<file path="src/logic/prs_pkg.sv">
// package: constants and carriers for the reset sequencer
package prs_pkg;
  // ==========================================================
  // timing
  localparam int unsigned CLK_PERIOD_PS   = 5000;
  localparam int unsigned HW_LOW_MIN_CYC  = 5;
  localparam int unsigned EXIT_MAX_NS     = 640;
  // exit budget is counted in reference-clock cycles, not derived from the period
  localparam int unsigned EXIT_CYC        = 16;
  // exit-state length: budget less two sync stages, one filter cycle and one output register
  localparam int unsigned EXIT_HOLD_CYC   = EXIT_CYC - 4;
  localparam int unsigned POR_HOLD_US     = 20;
  localparam int unsigned POR_HOLD_CYC    = (POR_HOLD_US * 1000000) / CLK_PERIOD_PS;
  localparam int unsigned CLK_VALID_MS    = 53;
  localparam int unsigned CLK_VALID_CYC   = (CLK_VALID_MS * 1000000) / (CLK_PERIOD_PS / 1000);
  localparam int unsigned SW_RST_CYC      = 2;
  // ==========================================================
  // field layout
  localparam int unsigned ADDR_W          = 5;
  localparam int unsigned ADDR_LSB        = 6;
  localparam int unsigned SW_RST_BIT      = 15;
  localparam logic [4:0]  ADDR_RST        = 5'h00;
  localparam logic [2:0]  LATCH_RST       = 3'h0;

  typedef enum logic [1:0] {
    PRS_SRC_NONE,
    PRS_SRC_HW,
    PRS_SRC_POR,
    PRS_SRC_SW
  } prs_src_e;

  typedef enum {
    PRS_ST_POR,
    PRS_ST_RESET,
    PRS_ST_EXIT,
    PRS_ST_WAIT_CLK,
    PRS_ST_RUN
  } prs_state_e;

  // entry/exit controls toward the rest of the device
  typedef struct packed {
    logic mac_isolate;
    logic line_tx_oe;
    logic power_down;
    logic modules_en;
    logic regs_default;
    logic pll_resync;
  } prs_ctrl_s;
endpackage : prs_pkg

</file>
<file path="src/logic/prs_reset_seq.sv">
// reset sequencer: hardware, power-on and software reset of the phy
`timescale 1ns/1ps
module prs_reset_seq #(
  parameter int unsigned POR_CYC   = prs_pkg::POR_HOLD_CYC,
  parameter int unsigned CLKOK_CYC = prs_pkg::CLK_VALID_CYC
) (
  input  wire logic                        clk_sys,
  input  wire logic                        rstn,
  input  wire logic                        hw_reset_pin_n,
  input  wire logic                        sw_reset_wr,
  input  wire logic                        power_down_bit,
  input  wire logic [prs_pkg::ADDR_W-1:0]  phy_addr_pins,
  input  wire logic                        tx_nibble_clock_ok,
  input  wire logic                        rx_nibble_clock_ok,
  output logic                             sw_reset_bit,
  output logic [prs_pkg::ADDR_W-1:0]       phy_addr_field,
  output logic                             mac_out_zero_n,
  output logic                             line_tx_pos_oe,
  output logic                             line_tx_neg_oe,
  output logic                             latch_status_reload,
  output prs_pkg::prs_ctrl_s               ctrl,
  output logic                             mgmt_ready,
  output logic                             reset_done
);
  import prs_pkg::*;

  // ==========================================================
  // pin synchroniser and low filter
  logic       pin_s1_q;
  logic       pin_s2_q;
  logic [2:0] low_cnt_q;
  logic [2:0] low_cnt_d;
  logic       hw_req;

  always_ff @(posedge clk_sys or negedge rstn) begin
    if (!rstn) begin
      pin_s1_q <= 1'b1;
      pin_s2_q <= 1'b1;
    end else begin
      pin_s1_q <= hw_reset_pin_n;
      pin_s2_q <= pin_s1_q;
    end
  end

  // low filter counts only the second stage; the first stage feeds nothing else
  assign low_cnt_d = pin_s2_q ? 3'h0 :
                     (low_cnt_q == 3'(HW_LOW_MIN_CYC)) ? low_cnt_q : low_cnt_q + 3'h1;
  assign hw_req    = (low_cnt_q == 3'(HW_LOW_MIN_CYC));

  always_ff @(posedge clk_sys or negedge rstn) begin
    if (!rstn) begin
      low_cnt_q <= 3'h0;
    end else begin
      low_cnt_q <= low_cnt_d;
    end
  end

  // ==========================================================
  // sequencer
  prs_state_e state_q;
  prs_state_e state_d;
  prs_src_e   src_q;
  prs_src_e   src_d;
  logic [31:0] cnt_q;
  logic [31:0] cnt_d;
  logic        clocks_ok;
  logic        in_reset;
  logic        pd_entry;

  assign clocks_ok = tx_nibble_clock_ok & rx_nibble_clock_ok;

  always_comb begin
    state_d = state_q;
    src_d   = src_q;
    cnt_d   = cnt_q + 32'h1;
    case (state_q)
      PRS_ST_POR: begin
        // pin ignored while power-on reset runs
        if (cnt_q >= 32'(POR_CYC) - 32'h1) begin
          state_d = PRS_ST_EXIT;
          cnt_d   = 32'h0;
        end
      end
      PRS_ST_RESET: begin
        if (src_q == PRS_SRC_SW) begin
          if (cnt_q >= 32'(SW_RST_CYC) - 32'h1) begin
            state_d = PRS_ST_EXIT;
            cnt_d   = 32'h0;
          end
        end else if (hw_req) begin
          cnt_d = 32'h0;
        end else begin
          state_d = PRS_ST_EXIT;
          cnt_d   = 32'h0;
        end
      end
      PRS_ST_EXIT: begin
        // short fixed exit, well inside the 640 ns budget after pin rise
        if (hw_req) begin
          state_d = PRS_ST_RESET;
          src_d   = PRS_SRC_HW;
          cnt_d   = 32'h0;
        end else if (cnt_q >= 32'(EXIT_HOLD_CYC) - 32'h1) begin
          state_d = PRS_ST_WAIT_CLK;
          cnt_d   = 32'h0;
        end
      end
      PRS_ST_WAIT_CLK: begin
        if (hw_req) begin
          state_d = PRS_ST_RESET;
          src_d   = PRS_SRC_HW;
          cnt_d   = 32'h0;
        end else if (clocks_ok || cnt_q >= 32'(CLKOK_CYC)) begin
          state_d = PRS_ST_RUN;
          src_d   = PRS_SRC_NONE;
        end
      end
      default: begin
        cnt_d = 32'h0;
        if (hw_req) begin
          state_d = PRS_ST_RESET;
          src_d   = PRS_SRC_HW;
        end else if (sw_reset_wr) begin
          state_d = PRS_ST_RESET;
          src_d   = PRS_SRC_SW;
        end
      end
    endcase
  end

  always_ff @(posedge clk_sys or negedge rstn) begin
    if (!rstn) begin
      state_q <= PRS_ST_POR;
      src_q   <= PRS_SRC_POR;
      cnt_q   <= 32'h0;
    end else begin
      state_q <= state_d;
      src_q   <= src_d;
      cnt_q   <= cnt_d;
    end
  end

  // ==========================================================
  // entry and exit actions
  assign in_reset = (state_d == PRS_ST_POR) || (state_d == PRS_ST_RESET);
  // software reset keeps power; explicit power-down bit also powers down
  assign pd_entry = (in_reset && src_d != PRS_SRC_SW) || power_down_bit;

  logic exit_first;
  logic sw_exit;
  assign exit_first = (state_q != PRS_ST_EXIT) && (state_d == PRS_ST_EXIT);
  assign sw_exit    = exit_first && (src_q == PRS_SRC_SW);

  always_ff @(posedge clk_sys or negedge rstn) begin
    if (!rstn) begin
      ctrl                <= '{mac_isolate: 1'b1, line_tx_oe: 1'b0, power_down: 1'b1,
                               modules_en: 1'b0, regs_default: 1'b1, pll_resync: 1'b0};
      mac_out_zero_n      <= 1'b0;
      line_tx_pos_oe      <= 1'b0;
      line_tx_neg_oe      <= 1'b0;
      latch_status_reload <= 1'b1;
      mgmt_ready          <= 1'b0;
      reset_done          <= 1'b0;
    end else begin
      ctrl.mac_isolate    <= in_reset || state_d == PRS_ST_EXIT || pd_entry;
      mac_out_zero_n      <= !(in_reset || state_d == PRS_ST_EXIT || pd_entry);
      line_tx_pos_oe      <= !(in_reset || pd_entry);
      line_tx_neg_oe      <= !(in_reset || pd_entry);
      ctrl.line_tx_oe     <= !(in_reset || pd_entry);
      ctrl.power_down     <= pd_entry;
      ctrl.modules_en     <= !in_reset;
      ctrl.regs_default   <= in_reset || exit_first;
      ctrl.pll_resync     <= exit_first;
      latch_status_reload <= in_reset;
      mgmt_ready          <= (state_d == PRS_ST_WAIT_CLK) || (state_d == PRS_ST_RUN);
      reset_done          <= (state_d == PRS_ST_RUN);
    end
  end

  // ==========================================================
  // address capture and software reset bit
  always_ff @(posedge clk_sys or negedge rstn) begin
    if (!rstn) begin
      phy_addr_field <= ADDR_RST;
      sw_reset_bit   <= 1'b0;
    end else begin
      if (exit_first && !sw_exit) begin
        phy_addr_field <= phy_addr_pins;
      end
      // bit rises only on a software write; defaults on exit clear it
      if (state_q == PRS_ST_RUN && sw_reset_wr && !hw_req) begin
        sw_reset_bit <= 1'b1;
      end else if (exit_first) begin
        sw_reset_bit <= 1'b0;
      end
    end
  end

endmodule : prs_reset_seq

</file>
<file path="config.mk">
export PLATFORM = sky130hd
export DESIGN_NAME = prs_reset_seq
export DESIGN_NICKNAME = d
export VERILOG_FILES = /design/src/logic/prs_pkg.sv /design/src/logic/prs_reset_seq.sv
export SDC_FILE = /design/constraint.sdc
export NUM_CORES = 1
export LEC_CHECK = 0
export BUFFER_PORTS_ARGS = -buffer_cell sky130_fd_sc_hd__clkbuf_2
export CORE_ASPECT_RATIO = 0.6
export CORE_MARGIN = 2
export CORE_UTILIZATION = 35
export DETAILED_ROUTE_END_ITERATION = 10
export PLACE_DENSITY = 0.57
export SYNTH_ARGS = -nofsm -noshare
export SYNTH_HDL_FRONTEND = slang
export SYNTH_SLANG_ARGS = --single-unit
</file>
<file path="constraint.sdc">
create_clock -name clk_sys -period 4.25 [get_ports clk_sys]
set_clock_uncertainty 0.2 [all_clocks]
set_input_delay 0.425 -clock clk_sys [delete_from_list [all_inputs] [get_ports clk_sys]]
set_output_delay 0.425 -clock clk_sys [all_outputs]
set_load 0.01 [all_outputs]
</file>
After elaboration in Yosys (flattened, before gate mapping):

Cells that the tools add are included.

* logic and storage cells: 89
* bits of input ports: 12
* bits in registers: 87
* output and inout port bits: 18

* bitwise operators: 1
* eq/ne operators: 13
* magnitude comparators: 4
* add/subtract/negate cells: 2
* reduce and logical (&&, ||, !) cells: 23
* muxes and demuxes: 28

Operator list (count)
* 2-to-1 mux 32 bit: 16
* one-hot mux 32 bit (4 select lines): 2
* equality test 32 x 2 -> 1 bit (second input constant): 3
* equality test 32 x 3 -> 1 bit (second input constant): 2
* equality test 32 x 4 -> 1 bit (second input constant): 2
* zero test 32 bit: 2
* adder 32 x 1 -> 32 bit (second input constant): 1
* equality test 32 x 1 -> 1 bit (second input constant): 1
* >= comparator 32 x 1 -> 1 bit (second input constant): 1
* >= comparator 32 x 12 -> 1 bit (second input constant): 1
* >= comparator 32 x 24 -> 1 bit (second input constant): 1
* >= comparator 32 x 4 -> 1 bit (second input constant): 1
* != test 32 x 3 -> 1 bit (second input constant): 1
* 2-to-1 mux 2 bit: 5
* logical OR 1 bit: 8
* logical AND 1 bit: 6
* 2-to-1 mux 3 bit: 2
* one-hot mux 2 bit (3 select lines): 1
* zero test 1 bit: 5
* != test 2 bit (second input constant): 2
* adder 3 x 1 -> 3 bit (second input constant): 1
* equality test 3 bit (second input constant): 1
* equality test 2 bit (second input constant): 1
* 2-to-1 mux 1 bit: 2
* 3 further kinds: 3

Longest topological paths before layout:

* word-level depth: 11
* gate-level depth with buffers: 10
* depth with buffers taken out: 9

Worst setup path before layout:

OpenSTA, ideal clock, no wires.

* path kind: reg2reg
* from: register state_q[16]
* to: register phy_addr_field[0] (netlist bit)
* cell stages (with the launch flop): 9
* arrival time: 2.760 ns
* path buffers: 1
* setup slack: 1.165 ns
* cell sequence: dfrtp_1 or4_4 nor4_4 nand2_2 o32ai_2 o221ai_2 or4b_1 buf_6 mux2_4

* elaborated cells on any way between the ends: 21
* those cells by class: 5 x eq/ne; 11 x mux; 5 x reduce/logical

RTL lines
* start, declared: line prs_reset_seq.sv:60 `prs_state_e state_q;`
* start signal, assigned: line prs_reset_seq.sv:137 `state_q <= state_d;`
* equality test 32 x 2 -> 1 bit (tied with other cells): line prs_reset_seq.sv:76 `case (state_q)`
* one-hot mux 32 bit (4 select lines) *: line prs_reset_seq.sv:76
* net state_d[0]: line prs_reset_seq.sv:61 `prs_state_e state_d;`
* equality test 32 x 3 -> 1 bit *: line prs_reset_seq.sv:151 `assign exit_first = (state_q != PRS_ST_EXIT) && (state_d == PRS_ST_EXIT);`
* logical AND 1 bit *: line prs_reset_seq.sv:151
* logical AND 1 bit: line prs_reset_seq.sv:152 `assign sw_exit = exit_first && (src_q == PRS_SRC_SW);`
* zero test 1 bit: line prs_reset_seq.sv:187 `if (exit_first && !sw_exit) begin`
* logical AND 1 bit *: line prs_reset_seq.sv:187
* end signal, assigned: line prs_reset_seq.sv:188 `phy_addr_field <= phy_addr_pins;`
* end, declared: line prs_reset_seq.sv:16 `output logic [prs_pkg::ADDR_W-1:0] phy_addr_field,`

Mark *: on every way through the listed nets, which the timed path passes. The rest lies on a longest branch.
A chain may end at the register's enable or synchronous reset.

Worst setup path in the final report:

* from: register state_q[12]
* to: register phy_addr_field[0] (netlist bit)

Same word-level chain as after synthesis.

==> flow_summary.json <==
{
  "outcome": "completed",
  "crit_fanout": 27,
  "worst_pin_slew_ns": 1.16,
  "detailed_place_hpwl_um": 5170,
  "finish.utilization_pct": 42.3,
  "die_h_um": 86.0,
  "synthXorXnorAreaFrac_pct": 6.93,
  "cts-buffers-inserted": 9,
  "area_delta_synth_final_pct": 15.9,
  "grt_pass1_wl_um": 13000,
  "num_antenna_cells": 0,
  "fmax_mhz": 288,
  "drive_gt1_share_pct": 17.8,
  "synth_area_mm2": 0.00392,
  "drtIter0Drc": 277,
  "routed_wl_um": 7730,
  "avgSynthCellArea_um2": 10.7,
  "die-area_mm2": 0.0121,
  "cts_root_buffer": "clkbuf_16",
  "numClockSinks": 87,
  "synth_edf_count": 0,
  "power_leakage_nw": 2.18,
  "rows": 29,
  "ys_ff_latch": 87,
  "grt_pass1_vias": 2470,
  "rr_startpoint": "state_q[12]",
  "grt_max_degree": 56,
  "tritoncts": "built",
  "relSlewSlack_pct": 22.9,
  "synth_cells": 366,
  "required_ns": 4.27,
  "gr-usage-all-layers_pct": 13.8,
  "yosysSeqAreaShare_pct": 55.8,
  "nets": 417,
  "wl_met1_um": 4340,
  "met2_wirelength_um": 2880,
  "cts-htree-levels": 3,
  "antenna_found_initial": 0,
  "synth_compound_area_share_pct": 6.45,
  "vias_per_cell": 4.85,
  "gp_congestion": 0.792,
  "finalCriticalPeriod_ns": 3.47,
  "drtAntennaViolNets": 0,
  "hold_violations": 0,
  "vias": 2641,
  "io_buffers": 29,
  "grt.overflow.total": 0,
  "drc": 0,
  "slew_viol_final": 0,
  "period_share_pct": 81.7,
  "synthArstFlopShare_pct": 100,
  "synth_nets": 383,
  "synth-simple-area-share_pct": 24.2,
  "critPathArrivalTime_ns": 3.50,
  "start_util_pct": 36.5,
  "startpoint_type": "flip-flop",
  "firstDrtPassIters": 4,
  "die_x_um": 141,
  "dr_wl_met3_um": 385,
  "powerDensity_mw_per_mm2": 512,
  "synth_top_family_by_area": "simple AND/OR/NAND/NOR gates",
  "vdd_drop_max_uv": 203,
  "cap_violations": 0,
  "muxShareOfSynthArea_pct": 2.17,
  "path_clk_slew_ns": 0.07,
  "fin_setup_tns_ns": 0,
  "highest_layer": "met4",
  "setup_viol": 0,
  "wl_per_cell_um": 14.2,
  "hp-class": "in2reg",
  "cts_setup_buffers": 0,
  "clockBufferDepth": 2,
  "ys.flop_type": "dfrtp_1",
  "clk_latency_ns": 0.34,
  "pin_count": 30,
  "hold_start": "power_down_bit",
  "synthAdderAreaFrac_pct": 1.60,
  "end_kind": "flip-flop",
  "total_power_mw": 2.32,
  "rsz0062_at_grt": "false",
  "core_mm2": 0.0107,
  "ys_types": 52,
  "crit_type": "reg2reg",
  "critical_path.startpoint": "state_q[12]",
  "synth_warnings": 0
}
-- final timing paths --
kind | slack [ns] | cells past startpoint | to
hold / removal | 0.08 | 2 | mac_out_zero_n
setup / recovery | 0.78 | 7 | phy_addr_field[0]
setup reg to reg | 0.78 | 7 | phy_addr_field[0]
hold reg to reg | 0.16 | 0 | pin_s2_q
min in group asynchronous | 0.47 | 2 | cnt_q[28]
max in group asynchronous | 2.49 | 3 | state_q[5]
-- area by class of cell --
| class | instances | area (um2) |
|---|---|---|
| inverters | 14 | 52.6 |
| repair buffers | 35 | 198 |
| fillers | 1034 | 6200 |
| well taps | 139 | 174 |
| clock buffers | 10 | 239 |
| clock inverters | 6 | 68.8 |
| multi-input cells | 253 | 1620 |
| flip-flops and latches | 87 | 2190 |
-- where the power goes --
part | switching [mW] | internal (mW)
registers | 0.0768 | 0.933
clock network | 0.330 | 0.474
logic | 0.303 | 0.206
total | 0.711 | 1.61
-- what timing repair did --
| item | CTS | global route |
|---|---|---|
| endpoints found under the setup margin | 0 | 0 |
| resized for setup | 0 | 0 |
| hold buffers | 2 | 0 |
| hold endpoints to repair | 48 | 0 |
-- per-stage QoR --
stage / cells / setup WS, ns / hold WS, ns / cell area, um2
after global routing: 544 / 0.547 / 0.0718 / 4540
final: 544 / 0.776 / 0.0842 / 4540
after floorplan: 366 / 1.17 / -0.0706 / 3920
after CTS: 544 / 0.761 / 0.0745 / 4540
after global placement: 526 / 0.853 / 0.150 / 4210
after detailed placement: 526 / 0.769 / 0.149 / 4210
-- critical path, stage by stage, from the launching register on --
cell	delay, ns
dfrtp_1	0.37
or4_1	0.59
nor4_4	0.34
a21oi_2	0.35
o32ai_2	0.22
o221ai_2	0.20
or4b_1	0.72
mux2_4	0.36
-- synth_stat cells, drive strengths merged (3+ instances only) --
library cell	count	area, um2
or4	3	26.3
buf	3	26.3
nand2	25	96.4
ha	5	62.6
nand3	16	80.1
nor3	10	50.1
or3	5	31.3
a21o	3	22.5
and2	8	50.1
and4	3	26.3
o21ai	4	20.0
and3	3	18.8
inv	14	52.6
mux2	5	75.1
nand4	8	50.1
a31oi	3	18.8
nor2	57	214
nor4	11	83.8
xor2	15	131
nor2b	26	163
xnor2	16	140
dfstp	7	184
dfrtp	80	2000
clkbuf	9	33.8
-- registers in the layout (all words and copies together), names as in the netlist --
name / cells
low_cnt_q: 3
latch_status_reload: 1
src_q: 2
sw_reset_bit: 1
mgmt_ready: 1
pin_s2_q: 1
reset_done: 1
pin_s1_q: 1
state_q: 32
phy_addr_field: 5
mac_out_zero_n: 1
ctrl: 6
cnt_q: 32
-- cells by family after synthesis --
group,after synthesis
XOR/XNOR,31
flip-flops,87
buffers and inverters,26
AO/OA/AOI/OAI,29
AND/OR/NAND/NOR,182
adder cells (fa/ha/maj),5
multiplexers,6
-- layer usage --
metal	global-route usage [%]	up-vias
met5	0	-
met3	4.80	10
li1	-	1314
met1	21.9	1253
met2	16.8	64
met4	5.00	0
-- cell usage in the layout (no fill, tap or decap), drive strengths merged, types with 5 or more instances in the layout --
master  synthesis  routed
mux2            5       5
nor2b          26      26
nand4           8       8
and2            8       8
dfrtp          80      80
nor2           57      57
or3             5       5
clkbuf          9      38
buf             3       5
nor4           11      11
nor3           10      10
dfstp           7       7
nand3          16      16
xnor2          16      16
nand2          25      25
ha              5       5
inv            14      15
xor2           15      15
No activity file was read; power rests on OpenSTA's default activity.
